===== src/include/dpu_map.vh =====
`ifndef DPU_MAP_VH
`define DPU_MAP_VH

// ----------------------------------------------------------------
// Register indices (byte address = index * 4)
// ----------------------------------------------------------------
`define DPU_IDX_BUF_END     8'he3
`define DPU_IDX_PCFG        8'hd0
`define DPU_IDX_MODE        8'hd1
`define DPU_IDX_PTR0_LO     8'hd2
`define DPU_IDX_PTR0_HI     8'hd3
`define DPU_IDX_PTR1_LO     8'hd4
`define DPU_IDX_PTR1_HI     8'hd5

// ----------------------------------------------------------------
// pointer_config field positions
// ----------------------------------------------------------------
`define DPU_PCFG_SEL        0
`define DPU_PCFG_SIG        3
`define DPU_PCFG_DEC0       4
`define DPU_PCFG_DEC1       5
`define DPU_PCFG_AU0        6
`define DPU_PCFG_AU1        7
`define DPU_PCFG_WMASK      8'hf9

// ----------------------------------------------------------------
// pointer_mode_register field positions
// ----------------------------------------------------------------
`define DPU_MODE_RDB        0
`define DPU_MODE_IDXDIS     1
`define DPU_MODE_CIRC0      2
`define DPU_MODE_CIRC1      3
`define DPU_MODE_WMASK      8'h0f

// ----------------------------------------------------------------
// Reset values
// ----------------------------------------------------------------
`define DPU_RST_PCFG        8'h00
`define DPU_RST_MODE        8'h00
`define DPU_RST_BUF_END     8'h00
`define DPU_RST_PTR         16'h0000

// ----------------------------------------------------------------
// Circular buffer bases
// ----------------------------------------------------------------
`define DPU_BASE_A          8'h00
`define DPU_BASE_B          8'h01

// ----------------------------------------------------------------
// Decoder operation codes
// ----------------------------------------------------------------
`define DPU_OP_LOAD         3'h0
`define DPU_OP_INC          3'h1
`define DPU_OP_XRD          3'h2
`define DPU_OP_XWR          3'h3
`define DPU_OP_CODE         3'h4
`define DPU_OP_CODE_IDX     3'h5
`define DPU_OP_JMP_IDX      3'h6

`endif


===== src/logic/dpu_core.v =====
// Behaviour
// - Select bit zero: plain refs use pointer zero, alternate refs pointer one; one swaps.
// - Per-pointer decrement bit turns pointer increment into decrement for that pointer.
// - Auto-update bit post-steps pointer on data and code moves, direction by decrement bit.
// - Auto-update clear: data and code moves leave the pointer unchanged.
// - Signature enable steers pointer code reads and programming accesses to signature array.
// - Redirect-to-B: moves through pointer one use B; pointer zero keeps accumulator.
// - Redirect changes only the destination, never the index register of code reads.
// - Index disable: indexed code read uses pointer alone, no accumulator added.
// - Each pointer has its own circular enable, independent of the other.
// - Buffer A spans 0000H to end value; buffer B 0100H to 100H plus end.
// - Buffer length comes from 8-bit end register at E3H, up to 256 entries.
// - Circular increment at end value loads 0000H; at 100H plus end loads 0100H.
// - Circular decrement at 0000H loads end value; at 0100H loads 100H plus end.
// - Wrapping applies to explicit increments and auto post-updates alike.
// - Away from boundaries circular pointers step as ordinary 16-bit values.
// - Prefixed pointer instructions except indexed jump use the inverse select bit.
`timescale 1ns/1ps
`include "dpu_map.vh"

module dpu_core #(
    parameter ADR_W = 10
) (
    // Clock and reset
    input  wire             clk_i,
    input  wire             rst_i,
    // Wishbone slave
    input  wire             wb_cyc_i,
    input  wire             wb_stb_i,
    input  wire             wb_we_i,
    input  wire [ADR_W-1:0] wb_adr_i,
    input  wire [3:0]       wb_sel_i,
    input  wire [31:0]      wb_dat_i,
    output reg  [31:0]      wb_dat_o,
    output reg              wb_ack_o,
    // Instruction decoder
    input  wire             op_valid_i,
    input  wire [2:0]       op_kind_i,
    input  wire             op_alt_i,
    input  wire [15:0]      op_data_i,
    input  wire [7:0]       acc_i,
    // Memory access issue
    output reg              mem_valid_o,
    output reg  [15:0]      mem_addr_o,
    output reg              mem_write_o,
    output reg              mem_code_o,
    output reg              mem_sig_o,
    output reg              use_b_o,
    // Indexed jump target
    output reg              jmp_valid_o,
    output reg  [15:0]      jmp_addr_o,
    // Programming access target
    output wire             iap_sig_o
);

    // ----------------------------------------------------------------
    // Storage
    // ----------------------------------------------------------------
    reg  [7:0]  pointer_config;
    reg  [7:0]  pointer_mode_register;
    reg  [7:0]  circular_buffer_end;
    reg  [15:0] pointer_zero;
    reg  [15:0] pointer_one;

    reg  [15:0] next_pointer_zero;
    reg  [15:0] next_pointer_one;
    reg  [7:0]  rd_byte;

    wire [15:0] step_zero;
    wire [15:0] step_one;

    // ----------------------------------------------------------------
    // Field decode
    // ----------------------------------------------------------------
    // Plain views of the stored bits; unwritable bits were masked on the way in
    wire pointer_select       = pointer_config[`DPU_PCFG_SEL];
    wire signature_enable     = pointer_config[`DPU_PCFG_SIG];
    wire ptr0_decrement       = pointer_config[`DPU_PCFG_DEC0];
    wire ptr1_decrement       = pointer_config[`DPU_PCFG_DEC1];
    wire ptr0_auto_update     = pointer_config[`DPU_PCFG_AU0];
    wire ptr1_auto_update     = pointer_config[`DPU_PCFG_AU1];
    wire redirect_to_b        = pointer_mode_register[`DPU_MODE_RDB];
    wire index_disable        = pointer_mode_register[`DPU_MODE_IDXDIS];
    wire ptr0_circular_enable = pointer_mode_register[`DPU_MODE_CIRC0];
    wire ptr1_circular_enable = pointer_mode_register[`DPU_MODE_CIRC1];

    // ----------------------------------------------------------------
    // Bus decode
    // ----------------------------------------------------------------
    // A held strobe is taken once: an ack in flight blocks a second take
    wire       bus_req = wb_cyc_i && wb_stb_i && !wb_ack_o;
    wire       bus_wr  = bus_req && wb_we_i && wb_sel_i[0];
    wire [7:0] bus_idx = wb_adr_i[9:2];
    wire [7:0] bus_dat = wb_dat_i[7:0];

    // Register hit for a given index
    function hit;
        input [7:0] idx;
        input [7:0] want;
        begin
            hit = (idx == want);
        end
    endfunction

    // ----------------------------------------------------------------
    // Operation decode
    // ----------------------------------------------------------------
    // Kind 7 is unused: it issues nothing and moves no pointer
    wire is_load  = op_kind_i == `DPU_OP_LOAD;
    wire is_inc   = op_kind_i == `DPU_OP_INC;
    wire is_jmp   = op_kind_i == `DPU_OP_JMP_IDX;
    wire is_xmove = (op_kind_i == `DPU_OP_XRD) || (op_kind_i == `DPU_OP_XWR);
    wire is_cmove = (op_kind_i == `DPU_OP_CODE) || (op_kind_i == `DPU_OP_CODE_IDX);
    wire is_move  = is_xmove || is_cmove;

    // The indexed jump ignores the prefix and always uses the plain pointer
    wire use_one  = pointer_select ^ (op_alt_i && !is_jmp);
    wire [15:0] sel_ptr = use_one ? pointer_one : pointer_zero;

    // Code read index: accumulator unless indexing is disabled
    // Redirect never reaches here: the index is the accumulator whatever the redirect bit
    wire [15:0] code_idx = (op_kind_i == `DPU_OP_CODE_IDX && !index_disable) ?
                           {8'h00, acc_i} : 16'h0000;

    // A pointer steps on its own increment, or on a move when its auto-update bit is set
    function wants_step;
        input valid;
        input mine;
        input inc;
        input move;
        input upd;
        begin
            wants_step = valid && mine && (inc || (move && upd));
        end
    endfunction

    // Which pointer steps this cycle; only the addressed one ever moves
    wire step0 = wants_step(op_valid_i, !use_one, is_inc, is_move, ptr0_auto_update);
    wire step1 = wants_step(op_valid_i, use_one, is_inc, is_move, ptr1_auto_update);
    wire load0 = op_valid_i && is_load && !use_one;
    wire load1 = op_valid_i && is_load && use_one;

    // ----------------------------------------------------------------
    // Step units, one per pointer
    // ----------------------------------------------------------------
    // Same unit serves explicit increments and post-updates
    dpu_step u_step_zero (
        .ptr_i     (pointer_zero),
        .dec_i     (ptr0_decrement),
        .circ_i    (ptr0_circular_enable),
        .buf_end_i (circular_buffer_end),
        .next_o    (step_zero)
    );

    dpu_step u_step_one (
        .ptr_i     (pointer_one),
        .dec_i     (ptr1_decrement),
        .circ_i    (ptr1_circular_enable),
        .buf_end_i (circular_buffer_end),
        .next_o    (step_one)
    );

    // ----------------------------------------------------------------
    // Pointer next values
    // ----------------------------------------------------------------
    // Next value of one pointer: load, else step, then any bus byte write on top
    function [15:0] ptr_next;
        input [15:0] cur;
        input        load;
        input [15:0] load_val;
        input        step;
        input [15:0] step_val;
        input        wr_lo;
        input        wr_hi;
        input [7:0]  dat;
        reg   [15:0] val;
        begin
            val = cur;
            if (load) begin
                val = load_val;                                      // Loads bypass the wrap logic
            end else if (step) begin
                val = step_val;
            end
            if (wr_lo) begin
                val[7:0] = dat;
            end
            if (wr_hi) begin
                val[15:8] = dat;
            end
            ptr_next = val;
        end
    endfunction

    // Bus byte writes override a same-cycle instruction update
    always @* begin
        next_pointer_zero = ptr_next(pointer_zero, load0, op_data_i, step0, step_zero,
                                     bus_wr && hit(bus_idx, `DPU_IDX_PTR0_LO),
                                     bus_wr && hit(bus_idx, `DPU_IDX_PTR0_HI), bus_dat);
    end

    // Same merge for the other pointer; each pointer has its own byte pair
    always @* begin
        next_pointer_one = ptr_next(pointer_one, load1, op_data_i, step1, step_one,
                                    bus_wr && hit(bus_idx, `DPU_IDX_PTR1_LO),
                                    bus_wr && hit(bus_idx, `DPU_IDX_PTR1_HI), bus_dat);
    end

    // Pointer registers
    always @(posedge clk_i) begin
        if (rst_i) begin
            pointer_zero <= `DPU_RST_PTR;
            pointer_one  <= `DPU_RST_PTR;
        end else begin
            pointer_zero <= next_pointer_zero;
            pointer_one  <= next_pointer_one;
        end
    end

    // ----------------------------------------------------------------
    // Configuration registers
    // ----------------------------------------------------------------
    // Bits 2 and 1 of pointer_config are not stored and read as zero
    // Mode bits above bit 3 are not stored either, so reads never show stale writes
    always @(posedge clk_i) begin
        if (rst_i) begin
            pointer_config        <= `DPU_RST_PCFG;
            pointer_mode_register <= `DPU_RST_MODE;
            circular_buffer_end   <= `DPU_RST_BUF_END;
        end else if (bus_wr) begin
            if (hit(bus_idx, `DPU_IDX_PCFG)) begin
                pointer_config <= bus_dat & `DPU_PCFG_WMASK;
            end
            if (hit(bus_idx, `DPU_IDX_MODE)) begin
                pointer_mode_register <= bus_dat & `DPU_MODE_WMASK;
            end
            if (hit(bus_idx, `DPU_IDX_BUF_END)) begin
                circular_buffer_end <= bus_dat;
            end
        end
    end

    // ----------------------------------------------------------------
    // Bus read and acknowledge
    // ----------------------------------------------------------------
    // Unmapped indices read zero and ignore writes
    always @* begin
        case (bus_idx)
            `DPU_IDX_PCFG:    rd_byte = pointer_config;
            `DPU_IDX_MODE:    rd_byte = pointer_mode_register;
            `DPU_IDX_BUF_END: rd_byte = circular_buffer_end;
            `DPU_IDX_PTR0_LO: rd_byte = pointer_zero[7:0];
            `DPU_IDX_PTR0_HI: rd_byte = pointer_zero[15:8];
            `DPU_IDX_PTR1_LO: rd_byte = pointer_one[7:0];
            `DPU_IDX_PTR1_HI: rd_byte = pointer_one[15:8];
            default:          rd_byte = 8'h00;
        endcase
    end

    // One wait-free answer: ack one cycle after the strobe, then dropped
    always @(posedge clk_i) begin
        if (rst_i) begin
            wb_ack_o <= 1'b0;
            wb_dat_o <= 32'h0000_0000;
        end else begin
            wb_ack_o <= bus_req;
            if (bus_req) begin
                wb_dat_o <= {24'h00_0000, rd_byte};
            end
        end
    end

    // ----------------------------------------------------------------
    // Memory access and jump issue
    // ----------------------------------------------------------------
    // Address uses the pointer value before its post-update
    // Address and flags hold until the next move, so a slow consumer may read late
    always @(posedge clk_i) begin
        if (rst_i) begin
            mem_valid_o <= 1'b0;
            mem_addr_o  <= 16'h0000;
            mem_write_o <= 1'b0;
            mem_code_o  <= 1'b0;
            mem_sig_o   <= 1'b0;
            use_b_o     <= 1'b0;
            jmp_valid_o <= 1'b0;
            jmp_addr_o  <= 16'h0000;
        end else begin
            mem_valid_o <= op_valid_i && is_move;
            jmp_valid_o <= op_valid_i && is_jmp;
            if (op_valid_i && is_move) begin
                mem_addr_o  <= sel_ptr + code_idx;
                mem_write_o <= op_kind_i == `DPU_OP_XWR;
                mem_code_o  <= is_cmove;
                mem_sig_o   <= is_cmove && signature_enable;
                use_b_o     <= redirect_to_b && use_one;
            end
            if (op_valid_i && is_jmp) begin
                jmp_addr_o <= sel_ptr + {8'h00, acc_i};
            end
        end
    end

    // Programming accesses follow the signature enable bit directly
    assign iap_sig_o = signature_enable;

endmodule // dpu_core


===== src/logic/dpu_step.v =====
`timescale 1ns/1ps
`include "dpu_map.vh"

// One step of a pointer: +1 or -1, with circular wrap at buffer bounds
module dpu_step (
    // Pointer and controls
    input  wire [15:0] ptr_i,
    input  wire        dec_i,
    input  wire        circ_i,
    input  wire [7:0]  buf_end_i,
    // Stepped value
    output reg  [15:0] next_o
);

    wire [15:0] end_a  = {`DPU_BASE_A, buf_end_i};
    wire [15:0] end_b  = {`DPU_BASE_B, buf_end_i};
    wire [15:0] base_a = {`DPU_BASE_A, 8'h00};
    wire [15:0] base_b = {`DPU_BASE_B, 8'h00};

    // Boundary wrap first, ordinary 16-bit step everywhere else
    always @* begin
        if (circ_i && !dec_i && ptr_i == end_a) begin
            next_o = base_a;
        end else if (circ_i && !dec_i && ptr_i == end_b) begin
            next_o = base_b;
        end else if (circ_i && dec_i && ptr_i == base_a) begin
            next_o = end_a;
        end else if (circ_i && dec_i && ptr_i == base_b) begin
            next_o = end_b;
        end else if (dec_i) begin
            next_o = ptr_i - 16'h0001;
        end else begin
            next_o = ptr_i + 16'h0001;
        end
    end

endmodule // dpu_step


===== config.mk =====
export PLATFORM = sky130hd
export DESIGN_NAME = dpu_core
export DESIGN_NICKNAME = d
export VERILOG_FILES = /design/src/logic/dpu_core.v /design/src/logic/dpu_step.v
export VERILOG_INCLUDE_DIRS = /design/src /design/src/include
export SDC_FILE = /design/constraint.sdc
export NUM_CORES = 1
export LEC_CHECK = 0
export BUFFER_PORTS_ARGS = -buffer_cell sky130_fd_sc_hd__buf_2
export CAP_MARGIN = 20
export CORE_MARGIN = 3
export CORE_UTILIZATION = 55
export CTS_CLUSTER_DIAMETER = 150
export DETAILED_ROUTE_END_ITERATION = 12
export GPL_TIMING_DRIVEN = 1
export PLACE_DENSITY = 0.79
export RECOVER_POWER = 100
export SYNTH_ARGS = -nofsm -noshare
export SYNTH_HDL_FRONTEND = slang
export SYNTH_HIERARCHICAL = 1
export SYNTH_SLANG_ARGS = --single-unit

===== constraint.sdc =====
create_clock -name clk_i -period 13 [get_ports clk_i]
set_input_delay 3.9 -clock clk_i [delete_from_list [all_inputs] [get_ports clk_i]]
set_output_delay 3.9 -clock clk_i [all_outputs]
set_load 0.02 [all_outputs]

* Word-level counts from Yosys, hierarchy flattened
Index checks and enable logic that the tools add are counted.
** Operators by class
- $add $sub $neg :: 6
- Equality and inequality tests :: 19
- Multiplexer cells :: 21
- Bitwise operators :: 1
- Reductions and logical operators :: 56
** Operators with widths (number)
- $mux 16 :: 15
- $eq 8x8->1 const B :: 7
- $pmux 8 s7 :: 1
- $mux 8 :: 5
- $logic_and 1x1->1 :: 35
- $add 16x1->16 const B :: 2
- $add 16x8->16 :: 2
- $eq 16x8->1 :: 2
- $eq 16x9->1 :: 2
- $eq 16x9->1 const B :: 2
- $logic_not 16->1 :: 2
- $sub 16x1->16 const B :: 2
- $reduce_bool 3->1 :: 4
- $eq 3x3->1 const B :: 3
- $eq 3x2->1 const B :: 2
- $logic_not 1->1 :: 6
- $reduce_and 2->1 :: 3
- $logic_or 1x1->1 :: 5
- $eq 3x1->1 const B :: 1
- $logic_not 3->1 :: 1
- $xor 1x1->1 :: 1
** Storage, ports and cells
- Register bits :: 97
- Input bits :: 80
- Output and inout port bits :: 72

* Logic depth before layout (Yosys ltp)
- Depth after elaboration :: 10
- Gate-level depth with buffers :: 17
- Depth with buffers taken out :: 14

* Cells and area by module
Netlist, hierarchy kept.
** By module, submodules not included
- dpu_core :: instances 1, cells each 840, area an instance 6236.0 um^2, sequential area each 1941.9 um^2
- dpu_step :: instances 2, cells each 157, area an instance 1077.3 um^2, sequential area each 0.0 um^2

* Worst setup path before layout
OpenSTA, ideal clock, no wires.
- Path kind :: input-to-reg
- Start point :: in op_kind_i[0]
- End point :: reg mem_addr_o[13]
- Setup time :: 141 ps
- Data arrival time :: 7377 ps
- Required time :: 12859 ps
- Slack :: 5482 ps
- Stages :: 16
- Buffers on the path :: 3
- Cells stage by stage :: nand3b_1 > a211oi_4 > buf_2 > buf_2 > buf_1 > nand2_1 > nand2_1 > ha_1 > nand2b_1 > mux4_2 > a2111o_1 > a211oi_1 > nand4_1 > nand2_1 > or3_4 > o221ai_1
** On the way
- Word-level cells in the longest chain between the ends :: 6
** RTL lines
- start, declared :: RTL line dpu_core.v:38 : input wire [2:0] op_kind_i,
- $eq 3x3->1 (no line)
- $logic_not 1->1 :: RTL line dpu_core.v:117 : wire use_one = pointer_select ^ (op_alt_i && !is_jmp);
- $logic_and 1x1->1 :: RTL line dpu_core.v:117
- $xor 1x1->1 :: RTL line dpu_core.v:117
- $mux 16 :: RTL line dpu_core.v:118 : wire [15:0] sel_ptr = use_one ? pointer_one : pointer_zero;
- $add 16x8->16 :: RTL line dpu_core.v:291 : mem_addr_o <= sel_ptr + code_idx;
- end signal, assigned :: RTL line dpu_core.v:291
- end, declared :: RTL line dpu_core.v:44 : output reg [15:0] mem_addr_o,
Parallel ways exist; a longest one is shown, timed or not.
A chain may end at the register's enable or synchronous reset.

==> impl_metrics.tcl <==
set metrics [dict create \
    status "finished, violations left" \
    violations "capacitance limit, slew limit" \
    postLayoutCoreUtil 0.615 \
    clock_sinks 97 \
    cpMaxStageDelayCell "clkbuf_1" \
    crit_path_max_fanout 80 \
    powerDensity_nw_per_um2 74.3 \
    netlist_area_um2 8390 \
    vias 8847 \
    fin_crit_sh 0.697 \
    cts_buffer_depth 2 \
    seq_area_um2 1940 \
    path_buf_inv 4 \
    ys_types 79 \
    drc 0 \
    grt_start_max_net_pins 81 \
    grt_use_total 0.306 \
    cap_violations 2 \
    avgViaCountPerCell 6.31 \
    tightest_slew_ps 3850 \
    fin_ws_ps 3940 \
    fmax_mhz 110 \
    clock_skew_ps 11.2 \
    met3_usage 0.0796 \
    crit_type "input pin to register" \
    overflow 0 \
    antenna_found_initial 0 \
    antenna_cells 0 \
    drtIter0Drc 1138 \
    wire_per_inst_um 18.9 \
    max-slew-margin-rel -1.56 \
    cellLeakagePower_nw 3.79 \
    ys_seq_elements 97 \
    dp.final_hpwl_um 19200 \
    dp_worst_setup_slack_ps 5460 \
    synth_area_per_cell_um2 7.27 \
    rsz0062_at_grt "false" \
    tns_ps 0 \
    synth_ff_type "dfxtp_1" \
    gp_congestion 0.977 \
    routed_wl_um 26500 \
    post_cts_buffers 0 \
    cp_top_family "buffers and inverters" \
    grt_pass1_vias 7827 \
    ant_nets 0 \
    path_cells "buf_2 -> clkbuf_1 -> inv_1 -> nand2_1 -> inv_1 -> and4_1 -> a311o_1" \
    period_needed_ps 9060 \
    power.total_mw 0.674 \
    finalHoldViolCount 0 \
    synth_edf_count 0 \
    setup_violations 0 \
    htree_levels 3 \
    hold_path.class "register to register" \
    post_cts_resized 0 \
    grt_pass1_wl_um 41000 \
    die_x_um 130 \
    cts.clk_slew.worst_paths_ps 70 \
    rows 44 \
    seq_area_frac_synth 0.231 \
    nFillCells 1355 \
    cts_hold_buf 0 \
    cpMostUsedCell "inv_1" \
    port_buffers 98 \
    yosysWarningCount 6 \
    area_growth_pct 8.10 \
    finalNetCount 1340 \
    vdd_ir_drop_max_mv 0.0644 \
    clock-root-buffer "clkbuf_16" \
    cts_made_buffers 9 \
    crit_required_ps 13240 \
    drive_gt1_frac 0.0952 \
    maxSlewViolCount 118 \
    dieHeight_um 130 \
    synthCells 1154 \
    core-area_um2 14800 \
    die_area_um2 16800 \
    startpoint_type "input pin" \
    crit_path_end_kind "register" \
    start_util 0.569 \
    arrival_ps 9300 \
    grt-busiest-layer "met2" \
    cts_tree "built" \
    use_met1 0.427 \
    async_flop_share 0 \
    clkLatencyLatePin_ps 360 \
    fin_cells 1403 \
    worst_hold_slack_ps 454 \
    multi_input_area_um2 6020 \
    grt_util_met2 0.448 \
    firstDrtPassIters 8 \
    dpl.cell_count 1386 \
    cpPeakStageDelay_ps 2690 \
    final_area_um2 9070 \
    place_area_um2 8850 \
    io_pins 152 \
]
layout make-up:
type                       instances  area share
sequential                        97       0.214
tap                              184      0.0254
clock inverter                     5     0.00428
timing repair buffer             109      0.0564
clock buffer                      11      0.0268
multi-input combinational        975       0.664
inverter                          22     0.00910
Yosys cell counts, types with 8 or more instances:
master,count,share of area
a211o_1,10,0.010
a211oi_1,20,0.018
a21o_1,10,0.0089
a21oi_1,135,0.081
a22oi_1,15,0.013
a311oi_1,8,0.0084
and2_1,12,0.0089
and3_1,10,0.0075
buf_4,29,0.026
clkbuf_1,43,0.019
dfxtp_1,97,0.23
ha_1,44,0.066
inv_1,21,0.0094
mux2_2,10,0.013
mux2i_1,34,0.041
nand2_1,172,0.077
nand2b_1,8,0.0060
nand3_1,76,0.045
nand4_1,16,0.012
nor2_1,120,0.054
nor2b_1,15,0.011
nor3_1,13,0.0078
nor4_1,8,0.0060
o211ai_1,16,0.014
o21ai_0,34,0.020
o31ai_1,8,0.0072
xnor2_1,27,0.028
xor2_1,26,0.027
cell usage in the layout (no fill, tap or decap), types with 8 or more instances in the layout:
cell and count:
nand2_1 172, a21oi_1 135, nor2_1 119, dfxtp_1 97, nand3_1 76, clkbuf_1 52, buf_2 49, ha_1 44
mux2i_1 34, o21ai_0 34, xnor2_1 27, xor2_1 26, conb_1 24, a211oi_1 21, inv_1 21, o211ai_1 16
nand4_1 16, nor2b_1 15, a22oi_1 15, nor3_1 13, and2_1 11, a211o_1 10, and3_1 10, a21o_1 10
mux2_2 9, clkbuf_16 9, nand2b_1 8, a311oi_1 8, buf_4 8, o31ai_1 8
registers in the layout, indices dropped and copies added (netlist names):
| name | cells |
|---|---|
| pointer_config | 6 |
| pointer_mode_register | 4 |
| mem_write_o | 1 |
| wb_dat_o | 8 |
| pointer_zero | 16 |
| circular_buffer_end | 8 |
| jmp_valid_o | 1 |
| pointer_one | 16 |
| jmp_addr_o | 16 |
| mem_valid_o | 1 |
| mem_code_o | 1 |
| mem_addr_o | 16 |
| wb_ack_o | 1 |
| use_b_o | 1 |
| mem_sig_o | 1 |
routing by layer:
metal,wire length [um],share of wire
met1,11100,0.42
met2,11300,0.43
met3,2940,0.11
met4,1160,0.044
met5,0,0
kinds of logic (layout without fill, tap and decap cells):
kind of cell               count (synthesis)  after routing  share of synthesized area
buffers and inverters                    105            147                     0.0607
and+or+nand+nor                          488            488                      0.272
DFF                                       97             97                      0.231
other                                      1             24                   0.000447
adders and majority gates                 47             47                     0.0716
AOI/OAI and AO/OA                        315            315                      0.246
xor gates and xnor gates                  53             53                     0.0553
muxes                                     48             48                     0.0629
path summary, 6_finish.rpt:
| kind | start | endpoint | slack, ps | cells past startpoint |
|---|---|---|---|---|
| max | rst_i | mem_addr_o[14] | 3940 | 7 |
| min | jmp_addr_o[5] | jmp_addr_o[5] | 450 | 2 |
| max reg2reg | pointer_config[0] | mem_addr_o[5] | 7980 | 14 |
| min reg2reg | jmp_addr_o[5] | jmp_addr_o[5] | 450 | 2 |
power by group:
group	switching, mW	internal [mW]
logic	0.0682	0.0329
clock network	0.125	0.136
registers	0.00879	0.302
total	0.202	0.472
worst min-delay path: stages (launching register included):
cell	delay (ps)
dfxtp_1	310
nand2_1	50
a21oi_1	50
Note: power is estimated with default switching activity, not from simulation.
